File: src/hw/fifo_ctl_pkg.sv
/*
 * Package for the serial FIFO control block: register map, field positions,
 * reset values, trigger codes, status bits and the carrier structs.
 * Assumes a 32-bit APB with byte addresses and one register per aligned word.
 */
package fifo_ctl_pkg;

    // Register byte offsets
    localparam logic [7:0] OFF_FIFO_CONTROL = 8'h00;
    localparam logic [7:0] OFF_STATUS = 8'h04;
    localparam logic [7:0] OFF_MASK = 8'h08;
    localparam logic [7:0] OFF_LEVELS = 8'h0C;
    localparam logic [7:0] OFF_TX_DATA = 8'h10;
    localparam logic [7:0] OFF_RX_DATA = 8'h14;

    // Field positions in fifo_control
    localparam int BIT_LOOP = 0;
    localparam int BIT_RX_FLUSH = 1;
    localparam int BIT_TX_FLUSH = 2;
    localparam int BIT_MODEM_EN = 3;
    localparam int BIT_TRG_LO = 4;
    localparam int BIT_TRG_HI = 5;
    localparam logic [15:0] FIFO_CONTROL_RESET = 16'h0000;

    // Status and mask bits
    localparam int ST_TX_EMPTY = 0;
    localparam int ST_RX_READY = 1;
    localparam int ST_TX_OVER = 2;
    localparam int ST_RX_OVER = 3;
    localparam int ST_W = 4;

    // FIFO geometry
    localparam int FIFO_DEPTH = 16;
    localparam int CNT_W = 5;
    localparam int LEVEL_RX_SHIFT = 8;

    // Transmit trigger codes and thresholds (untransmitted bytes)
    typedef enum logic [1:0] {
        TRG_8 = 2'b00,
        TRG_4 = 2'b01,
        TRG_2 = 2'b10,
        TRG_0 = 2'b11
    } tx_trigger_t;
    localparam logic [CNT_W-1:0] THR_8 = 5'h08;
    localparam logic [CNT_W-1:0] THR_4 = 5'h04;
    localparam logic [CNT_W-1:0] THR_2 = 5'h02;
    localparam logic [CNT_W-1:0] THR_0 = 5'h00;

    // Byte stream carrier
    typedef struct packed {
        logic valid;
        logic [7:0] data;
    } byte_beat_t;

    // Modem/line pin group as seen by the core
    typedef struct packed {
        logic txd;
        logic rts_n;
    } line_out_t;

endpackage : fifo_ctl_pkg

File: src/hw/serial_fifo_control.sv
/*
 * Serial channel FIFO and line control with an APB register slave: transmit
 * trigger, modem handshake gating, FIFO flushes, loop-back, sticky interrupts.
 * Assumes APB master on mclk, a character engine on mclk outside this block
 * that pulls transmit bytes and pushes received bytes, and raw pins for cts_n
 * and rxd. The engine honours tx_allowed before starting a character.
 */
// What this block does
// - Trigger codes 01, 10, 11 give thresholds of 4, 2 and 0 bytes left.
// - Trigger code 00 gives a threshold of 8 untransmitted bytes.
// - Modem enable set: CTS gates transmission, RTS driven as flow control.
// - Modem disabled: CTS taken as always asserted, internal RTS held at 0.
// - Modem enable exists only on channels 0 and 1; reads 0 elsewhere.
// - Writing 1 to transmit flush empties the transmit FIFO.
// - Writing 1 to receive flush empties the receive FIFO.
// - Reset empties both FIFOs and flush bits read 0.
// - Loop-back routes the transmit output to the receive input internally.
`timescale 1ns/100ps
`default_nettype none
module serial_fifo_control
    import fifo_ctl_pkg::*;
#(
    parameter int CHANNEL = 0,
    parameter int DEPTH = FIFO_DEPTH
) (
    input wire logic mclk,
    input wire logic rst_n,
    // APB slave
    input wire logic psel,
    input wire logic penable,
    input wire logic pwrite,
    input wire logic [7:0] paddr,
    input wire logic [31:0] pwdata,
    output logic [31:0] prdata,
    output logic pready,
    output logic pslverr,
    output logic irq,
    // Character engine side
    input wire logic tx_pop,
    output byte_beat_t tx_head,
    output logic tx_allowed,
    input wire byte_beat_t rx_beat,
    input wire logic eng_txd,
    output logic eng_rxd,
    // Pins
    input wire logic rxd_pin,
    input wire logic cts_n_pin,
    output line_out_t line_out
);
    logic [15:0] ctrl_r;
    logic [ST_W-1:0] status_r;
    logic [ST_W-1:0] mask_r;
    logic [7:0] tx_data_r;
    logic [31:0] prdata_r;
    logic rts_n_r;
    logic txd_r;
    logic tx_flush;
    logic rx_flush;
    logic tx_push;
    logic rx_pop;
    logic [7:0] tx_q;
    logic [7:0] rx_q;
    logic [CNT_W-1:0] tx_cnt;
    logic [CNT_W-1:0] rx_cnt;
    logic tx_full;
    logic tx_empty;
    logic rx_full;
    logic rx_empty;
    logic [CNT_W-1:0] threshold;
    logic tx_below;
    logic tx_below_d_r;
    logic cts_n_s;
    logic rxd_s;
    logic cts_active;
    logic modem_en;
    logic wr_en;
    logic rd_en;
    logic addr_ok;
    logic [ST_W-1:0] set_ev;
    logic [ST_W-1:0] clr_ev;
    logic [31:0] rd_mux;

    // APB decode; every access completes in its first access cycle
    assign wr_en = psel && penable && pwrite;
    assign rd_en = psel && penable && !pwrite;
    assign pready = 1'b1;
    always_comb begin
        unique case (paddr)
            OFF_FIFO_CONTROL, OFF_STATUS, OFF_MASK,
            OFF_LEVELS, OFF_TX_DATA, OFF_RX_DATA: addr_ok = 1'b1;
            default: addr_ok = 1'b0;
        endcase
    end
    assign pslverr = psel && penable && !addr_ok;

    // Modem enable is only a real bit on channels 0 and 1
    assign modem_en = (CHANNEL < 2) ? ctrl_r[BIT_MODEM_EN] : 1'b0;

    // Control register; flush bits are write-pulses and never stored
    always_ff @(posedge mclk or negedge rst_n) begin
        if (!rst_n) begin
            ctrl_r <= FIFO_CONTROL_RESET;
        end else if (wr_en && paddr == OFF_FIFO_CONTROL) begin
            ctrl_r <= pwdata[15:0];
            ctrl_r[BIT_TX_FLUSH] <= 1'b0;
            ctrl_r[BIT_RX_FLUSH] <= 1'b0;
            if (CHANNEL >= 2) begin
                ctrl_r[BIT_MODEM_EN] <= 1'b0;
            end
        end
    end

    // Writing zero leaves the FIFOs alone
    assign tx_flush = wr_en && paddr == OFF_FIFO_CONTROL && pwdata[BIT_TX_FLUSH];
    assign rx_flush = wr_en && paddr == OFF_FIFO_CONTROL && pwdata[BIT_RX_FLUSH];

    // Software pushes bytes through the transmit data word
    assign tx_push = wr_en && paddr == OFF_TX_DATA;
    assign rx_pop = rd_en && paddr == OFF_RX_DATA;

    byte_fifo #(
        .DEPTH(DEPTH),
        .AW($clog2(DEPTH))
    ) u_tx_fifo (
        .mclk(mclk),
        .rst_n(rst_n),
        .flush(tx_flush),
        .push(tx_push),
        .push_data(pwdata[7:0]),
        .pop(tx_pop && tx_allowed),
        .head(tx_q),
        .count(tx_cnt),
        .full(tx_full),
        .empty(tx_empty)
    );

    byte_fifo #(
        .DEPTH(DEPTH),
        .AW($clog2(DEPTH))
    ) u_rx_fifo (
        .mclk(mclk),
        .rst_n(rst_n),
        .flush(rx_flush),
        .push(rx_beat.valid),
        .push_data(rx_beat.data),
        .pop(rx_pop),
        .head(rx_q),
        .count(rx_cnt),
        .full(rx_full),
        .empty(rx_empty)
    );

    // Pins come from outside the clock domain
    sync2 #(
        .RESET_VAL(1'b1)
    ) u_cts_sync (
        .mclk(mclk),
        .rst_n(rst_n),
        .d(cts_n_pin),
        .q(cts_n_s)
    );

    sync2 #(
        .RESET_VAL(1'b1)
    ) u_rxd_sync (
        .mclk(mclk),
        .rst_n(rst_n),
        .d(rxd_pin),
        .q(rxd_s)
    );

    // Trigger code to threshold of untransmitted bytes
    always_comb begin
        unique case (tx_trigger_t'(ctrl_r[BIT_TRG_HI:BIT_TRG_LO]))
            TRG_8: threshold = THR_8;
            TRG_4: threshold = THR_4;
            TRG_2: threshold = THR_2;
            TRG_0: threshold = THR_0;
        endcase
    end
    assign tx_below = (tx_cnt <= threshold);

    // Flag on the falling edge of occupancy past the threshold; level seen at
    // reset would fire at once, so the delayed copy starts high
    always_ff @(posedge mclk or negedge rst_n) begin
        if (!rst_n) begin
            tx_below_d_r <= 1'b1;
        end else begin
            tx_below_d_r <= tx_below;
        end
    end

    // Handshake gating; disabled modem means CTS counts as always asserted
    assign cts_active = modem_en ? !cts_n_s : 1'b1;
    assign tx_allowed = cts_active && !tx_empty;

    // RTS: asserted while room remains in the receive FIFO
    always_ff @(posedge mclk or negedge rst_n) begin
        if (!rst_n) begin
            rts_n_r <= 1'b0;
        end else if (modem_en) begin
            rts_n_r <= rx_full;
        end else begin
            rts_n_r <= 1'b0;
        end
    end

    // Loop-back: receive sees own transmit, line idles high
    always_ff @(posedge mclk or negedge rst_n) begin
        if (!rst_n) begin
            txd_r <= 1'b1;
        end else begin
            txd_r <= ctrl_r[BIT_LOOP] ? 1'b1 : eng_txd;
        end
    end
    assign eng_rxd = ctrl_r[BIT_LOOP] ? eng_txd : rxd_s;
    assign line_out.txd = txd_r;
    assign line_out.rts_n = rts_n_r;

    // Interrupt events
    assign set_ev[ST_TX_EMPTY] = tx_below && !tx_below_d_r;
    assign set_ev[ST_RX_READY] = rx_beat.valid;
    assign set_ev[ST_TX_OVER] = tx_push && tx_full;
    assign set_ev[ST_RX_OVER] = rx_beat.valid && rx_full;
    assign clr_ev = (wr_en && paddr == OFF_STATUS) ? pwdata[ST_W-1:0] : '0;

    // Sticky status, write one to clear; a coincident set wins
    always_ff @(posedge mclk or negedge rst_n) begin
        if (!rst_n) begin
            status_r <= '0;
        end else begin
            status_r <= (status_r & ~clr_ev) | set_ev;
        end
    end

    // Mask register
    always_ff @(posedge mclk or negedge rst_n) begin
        if (!rst_n) begin
            mask_r <= '0;
        end else if (wr_en && paddr == OFF_MASK) begin
            mask_r <= pwdata[ST_W-1:0];
        end
    end
    assign irq = |(status_r & mask_r);

    // Head of transmit FIFO registered for the transmit data readback; the engine sees it unregistered
    always_ff @(posedge mclk or negedge rst_n) begin
        if (!rst_n) begin
            tx_data_r <= '0;
        end else begin
            tx_data_r <= tx_q;
        end
    end
    assign tx_head.valid = !tx_empty;
    assign tx_head.data = tx_q;

    // Read mux
    always_comb begin
        rd_mux = '0;
        unique case (paddr)
            OFF_FIFO_CONTROL: begin
                rd_mux[15:0] = ctrl_r;
                rd_mux[BIT_MODEM_EN] = modem_en;
            end
            OFF_STATUS: rd_mux[ST_W-1:0] = status_r;
            OFF_MASK: rd_mux[ST_W-1:0] = mask_r;
            OFF_LEVELS: begin
                rd_mux[CNT_W-1:0] = rx_cnt;
                rd_mux[LEVEL_RX_SHIFT+CNT_W-1:LEVEL_RX_SHIFT] = tx_cnt;
            end
            OFF_TX_DATA: rd_mux[7:0] = tx_data_r;
            OFF_RX_DATA: rd_mux[7:0] = rx_empty ? 8'h00 : rx_q;
            default: rd_mux = '0;
        endcase
    end

    // Read data held in a flop loaded in the setup cycle; valid through the access cycle
    always_ff @(posedge mclk or negedge rst_n) begin
        if (!rst_n) begin
            prdata_r <= '0;
        end else if (psel && !penable) begin
            prdata_r <= rd_mux;
        end
    end
    assign prdata = prdata_r;
endmodule : serial_fifo_control
`default_nettype wire

File: src/hw/byte_fifo.sv
/*
 * Sixteen-entry byte FIFO with synchronous flush and an occupancy count.
 * Assumes push/pop come from logic on mclk; pushes when full are dropped.
 */
`timescale 1ns/100ps
`default_nettype none
module byte_fifo
    import fifo_ctl_pkg::*;
#(
    parameter int DEPTH = FIFO_DEPTH,
    parameter int AW = 4
) (
    input wire logic mclk,
    input wire logic rst_n,
    input wire logic flush,
    input wire logic push,
    input wire logic [7:0] push_data,
    input wire logic pop,
    output logic [7:0] head,
    output logic [CNT_W-1:0] count,
    output logic full,
    output logic empty
);
    logic [7:0] mem [DEPTH];
    logic [AW-1:0] wr_r;
    logic [AW-1:0] rd_r;
    logic [CNT_W-1:0] cnt_r;
    logic do_push;
    logic do_pop;

    assign full = (cnt_r == CNT_W'(DEPTH));
    assign empty = (cnt_r == '0);
    assign do_push = push && !full;
    assign do_pop = pop && !empty;
    assign count = cnt_r;
    assign head = mem[rd_r];

    // Storage needs no reset; pointers define what is valid
    always_ff @(posedge mclk) begin
        if (do_push) begin
            mem[wr_r] <= push_data;
        end
    end

    // Pointers and count; flush discards everything in one cycle
    always_ff @(posedge mclk or negedge rst_n) begin
        if (!rst_n) begin
            wr_r <= '0;
            rd_r <= '0;
            cnt_r <= '0;
        end else if (flush) begin
            wr_r <= '0;
            rd_r <= '0;
            cnt_r <= '0;
        end else begin
            if (do_push) begin
                wr_r <= wr_r + AW'(1);
            end
            if (do_pop) begin
                rd_r <= rd_r + AW'(1);
            end
            if (do_push && !do_pop) begin
                cnt_r <= cnt_r + CNT_W'(1);
            end else if (do_pop && !do_push) begin
                cnt_r <= cnt_r - CNT_W'(1);
            end
        end
    end
endmodule : byte_fifo
`default_nettype wire

File: src/hw/sync2.sv
/*
 * Two flip-flop synchroniser for a single level from a pin.
 * Assumes the input is asynchronous to mclk; adds two cycles of latency.
 */
`timescale 1ns/100ps
`default_nettype none
module sync2 #(
    parameter logic RESET_VAL = 1'b0
) (
    input wire logic mclk,
    input wire logic rst_n,
    input wire logic d,
    output logic q
);
    logic meta_r;
    logic q_r;

    // First stage feeds only the second
    always_ff @(posedge mclk or negedge rst_n) begin
        if (!rst_n) begin
            meta_r <= RESET_VAL;
            q_r <= RESET_VAL;
        end else begin
            meta_r <= d;
            q_r <= meta_r;
        end
    end
    assign q = q_r;
endmodule : sync2
`default_nettype wire

File: config.mk
export PLATFORM = sky130hd
export DESIGN_NAME = serial_fifo_control
export DESIGN_NICKNAME = d
export VERILOG_FILES = /design/src/hw/fifo_ctl_pkg.sv /design/src/hw/serial_fifo_control.sv /design/src/hw/byte_fifo.sv /design/src/hw/sync2.sv
export SDC_FILE = /design/constraint.sdc
export NUM_CORES = 1
export LEC_CHECK = 0
export BUFFER_PORTS_ARGS = -buffer_cell sky130_fd_sc_hd__buf_2
export CAP_MARGIN = 20
export CORE_ASPECT_RATIO = 0.9
export CORE_MARGIN = 2
export CORE_UTILIZATION = 50
export CTS_CLUSTER_DIAMETER = 30
export DETAILED_ROUTE_END_ITERATION = 12
export PLACE_DENSITY = 0.74
export SLEW_MARGIN = 25
export SYNTH_ARGS = -nofsm -noshare
export SYNTH_HDL_FRONTEND = slang
export SYNTH_SLANG_ARGS = --single-unit
File: constraint.sdc
create_clock -name mclk -period 3.6 [get_ports mclk]
set_input_delay 0.18 -clock mclk [delete_from_list [all_inputs] [get_ports mclk]]
set_output_delay 0.18 -clock mclk [all_outputs]
set_load 0.05 [all_outputs]
==> results.rst <==
.. list-table::
   :header-rows: 1

   * - Metric
     - Value
   * - Max Slew Vio Count
     - 0
   * - Wire length per cell after detailed routing
     - 22.25 um
   * - Total buffers and inverters traversed by the critical path
     - 0
   * - Starting density of the core
     - 0.5079
   * - Cell chain of the critical path
     - or4_1 > o211ai_1 > nand3_1 > fa_1 > a21o_1 > a21oi_1 > mux2i_1 > mux2i_1
   * - Max Buffers Root-to-Sink
     - 3
   * - VDD IR-drop max
     - 0.0005869 V
   * - Number of routed nets with antenna violations
     - 0
   * - Number of DRC violations after detailed routing
     - 0
   * - Timing-limited maximum frequency
     - 331.3 MHz
   * - Final nets
     - 1,052
   * - Power per unit of standard cell area
     - 745.4 nW/um2
   * - Grt ovf
     - 0
   * - Detailed-routing wirelength on met1
     - 13,560 um
   * - Slew Limit Headroom
     - 0.3432
   * - Clock-pin slew of the registers on the worst-case setup and hold paths
     - 0.05 ns
   * - RD Place Congestion
     - 0.8082
   * - Number of detailed-route iterations in the first pass
     - 5
   * - Fraction of synthesis flops using an asynchronous set or reset pin
     - 0.2358
   * - Worst skew pair latency
     - 0.60 ns
   * - Launch point of the worst hold path
     - rx_beat[2]
   * - Leakage
     - 6.341 nW
   * - Number of different library cells in the post-synthesis netlist
     - 58
   * - Number of antenna violations at the first check in global routing
     - 0
   * - Total number of H-tree levels
     - 2
   * - Number of standard-cell rows in the floorplan
     - 58
   * - Share of total power in sequential cells
     - 0.372
   * - P_sw
     - 0.003759 W
   * - Status
     - completed
   * - Most common cell after layout, fill and taps aside
     - sky130_fd_sc_hd__edfxtp_1
   * - Global-route wire length before repair
     - 47,400 um
   * - Highest signal layer in the routed design
     - met4
   * - Sequential area share after synthesis
     - 0.6834
   * - Worst Path Class, Setup
     - reg2reg
   * - Post-synthesis cell count
     - 837
   * - Area Growth Syn to Fin
     - 21.69%
   * - Critical Path Start
     - u_tx_fifo.count[0]$_DFFE_PN0P_
   * - Type of the most critical hold path
     - in2reg
   * - RSZ-0062 raised after global routing
     - false
   * - Worst setup skew after layout
     - 0.04398 ns
   * - Slew at the pin with the worst max-slew slack
     - 0.9832 ns
   * - Most frequently used flop master after synthesis
     - sky130_fd_sc_hd__edfxtp_1
   * - Clock Power Share
     - 0.444
   * - Full die area
     - 29,670 um2
   * - Internal power of the cells
     - 0.009078 W
   * - CTS tree
     - done
   * - Worst path arrival time
     - 3.51 ns
   * - Fraction of the cycle the final worst path needs
     - 0.8384
   * - Antenna diode instance count
     - 0
   * - Max capacitance violation total
     - 0
   * - Met3 wire len
     - 2091 um
   * - Maximum single-stage delay on the critical path
     - 0.59 ns
   * - CTS Root Buffer Type
     - sky130_fd_sc_hd__clkbuf_16
   * - Post-DP HPWL
     - 19,240 um
   * - Die span in x
     - 181.3 um
   * - Final setup viols
     - 0
   * - First DRT Iteration DRCs
     - 812
   * - Top Family by Delay on Critical Path
     - simple AND/OR/NAND/NOR gates
   * - Die Ht
     - 163.6 um
   * - Commonest non-fill, non-tap cells in the layout
     - sky130_fd_sc_hd__edfxtp_1 (256), sky130_fd_sc_hd__dfrtp_1 (71), sky130_fd_sc_hd__buf_2 (71)
   * - Fraction of layout instances using a drive strength above 1
     - 0.3102
   * - Via count
     - 8,141
   * - Critical Path Source Type
     - flop
   * - Floorplan Core Area
     - 27,870 um2
   * - Hold WS
     - 0.007954 ns
   * - Post-cts gate resize count
     - 0
   * - Total met2 wirelength after detailed routing
     - 14,510 um
   * - Number of buffers created by CTS
     - 60
   * - GRT Util Overall
     - 0.2120
   * - Hold Violations, Final
     - 0
   * - Post-CTS setup buffer count
     - 0
   * - Final standard cell count with taps included and fillers excluded
     - 1,382
   * - Placed cells
     - 1,246
   * - Via-to-Cell Ratio
     - 5.891
   * - Hold-fix buffers, CTS
     - 24
   * - Final critical-path required period
     - 3.018 ns
   * - Number of synthesized flops with an enable pin
     - 256
   * - Synth warnings
     - 0
   * - Clock Sinks
     - 335
   * - Synthesized area per cell
     - 16.91 um2
   * - Crit. End Element
     - flop
   * - Combinational share of power
     - 0.184
   * - Count of port buffers added during placement
     - 72
   * - CP required
     - 4.09 ns
   * - Sum of negative setup slack
     - 0 ns
   * - Most used cell along the critical path
     - sky130_fd_sc_hd__mux2i_1
   * - Cell with the largest stage delay on the worst path
     - sky130_fd_sc_hd__or4_1
   * - Boundary pin count
     - 106
   * - Worst-path fanout max
     - 8
   * - Flops & latches, synth
     - 335
   * - Fraction of power spent switching nets
     - 0.2928
   * - Largest net degree at the start of global routing
     - 80
   * - Netlist area before placement
     - 14,150 um2
   * - Number of global-route vias before repair
     - 8,315
   * - Wire length reported by the detailed router
     - 30,750 um
   * - Worst reg2reg path startpoint
     - u_tx_fifo.count[0]$_DFFE_PN0P_
## power by group through the flow
stage	sequential (W)	combinational, W	clock (W)
after floorplan	0.00470	0.00181	0
after global placement	0.00483	0.00229	0
after detailed placement	0.00485	0.00233	0
after CTS	0.00478	0.00237	0.00576
after global routing	0.00482	0.00252	0.00594
final	0.00478	0.00236	0.00570
## stage by stage
step,setup WS (ns),utilization,area [um2],power [W]
floorplan,0.6312,-,14210,0.006510
global placement,0.6207,0.5342,14890,0.007126
detailed placement,0.5300,0.5342,14890,0.007180
CTS,0.5618,0.6179,17220,0.01290
global route,0.3754,0.6180,17220,0.01328
finish,0.5819,0.6180,17220,0.01284
## metal layers
layer,GRT usage,vias to the layer above
met5,0,-
met4,0.06356,0
met3,0.04147,49
met2,0.3358,360
met1,0.3020,4191
li1,-,3541
## path summary, 6_finish.rpt
| kind | to | slack (ns) | cells after the start |
|---|---|---|---|
| worst min-delay path | u_rx_fifo.mem[2][2]$_DFFE_PP_ | 0.008 | 1 |
| worst max-delay path | u_tx_fifo.count[4]$_DFFE_PN0P_ | 0.58 | 8 |
| worst min register to register | u_rxd_sync.q$_DFF_PN1_ | 0.36 | 0 |
| max in group asynchronous | u_rx_fifo.rd_r[0]$_DFFE_PN0P_ | 2.83 | 2 |
| min in group asynchronous | u_tx_fifo.count[0]$_DFFE_PN0P_ | 0.20 | 2 |
| worst max register to register | u_tx_fifo.count[4]$_DFFE_PN0P_ | 0.58 | 8 |
## layout make-up
class                      count  area, um2
tap                          360      450.4
clock buffer                  66       1554
clock inverter                46      538.0
sequential                   335       9674
fill                        1962      10650
inverter                      13      48.80
timing repair buffer         116      769.5
multi-input combinational    446       4187
## state kept, by name, summed over array words and instances (netlist names)
register	count
u_rx_fifo.mem	128
tx_below_d_r	1
prdata	16
status_r	4
u_tx_fifo.mem	128
u_tx_fifo.wr_r	4
txd_r	1
u_rx_fifo.count	5
u_rx_fifo.wr_r	4
u_cts_sync.q	1
u_tx_fifo.rd_r	4
mask_r	4
ctrl_r	14
u_cts_sync.meta_r	1
u_tx_fifo.count	5
u_rxd_sync.meta_r	1
u_rx_fifo.rd_r	4
tx_data_r	8
u_rxd_sync.q	1
rts_n_r	1
## kinds of logic (layout without fill, tap and decap cells)
group                    count (synthesis)  in the layout  share of synthesized area
AO/OA/AOI/OAI                           86             86                    0.04005
buffers and inverters                   71            241                    0.02652
XOR/XNOR                                16             16                   0.009902
other                                    2             17                  0.0005307
adder cells (fa/ha/maj)                 22             22                    0.02051
AND/OR/NAND/NOR                        190            190                    0.07471
multiplexers                           115            115                     0.1444
flip-flops                             335            335                     0.6834
## synthesized netlist by cell type (all sizes together), types with 3 or more instances
master	count	share of area
mux4	69	0.11
nand2	35	0.0095
or4	3	0.0019
a2bb2oi	3	0.0019
dfrtp	73	0.13
edfxtp	256	0.54
o21ai	13	0.0046
a22oi	12	0.0064
inv	13	0.0034
nor4	14	0.0083
nand3	22	0.0078
or2	5	0.0022
and4	4	0.0025
and2	24	0.011
buf	37	0.018
mux2	23	0.018
nor2b	9	0.0040
a221oi	7	0.0043
ha	20	0.018
dfstp	6	0.011
nor3b	3	0.0016
nor3	12	0.0054
xor2	8	0.0050
nor2	37	0.0098
nand4	7	0.0031
nand2b	8	0.0035
xnor2	8	0.0050
a21oi	29	0.010
clkbuf	21	0.0056
a21o	9	0.0048
mux2i	23	0.016
(Power assumes the default switching activity.)
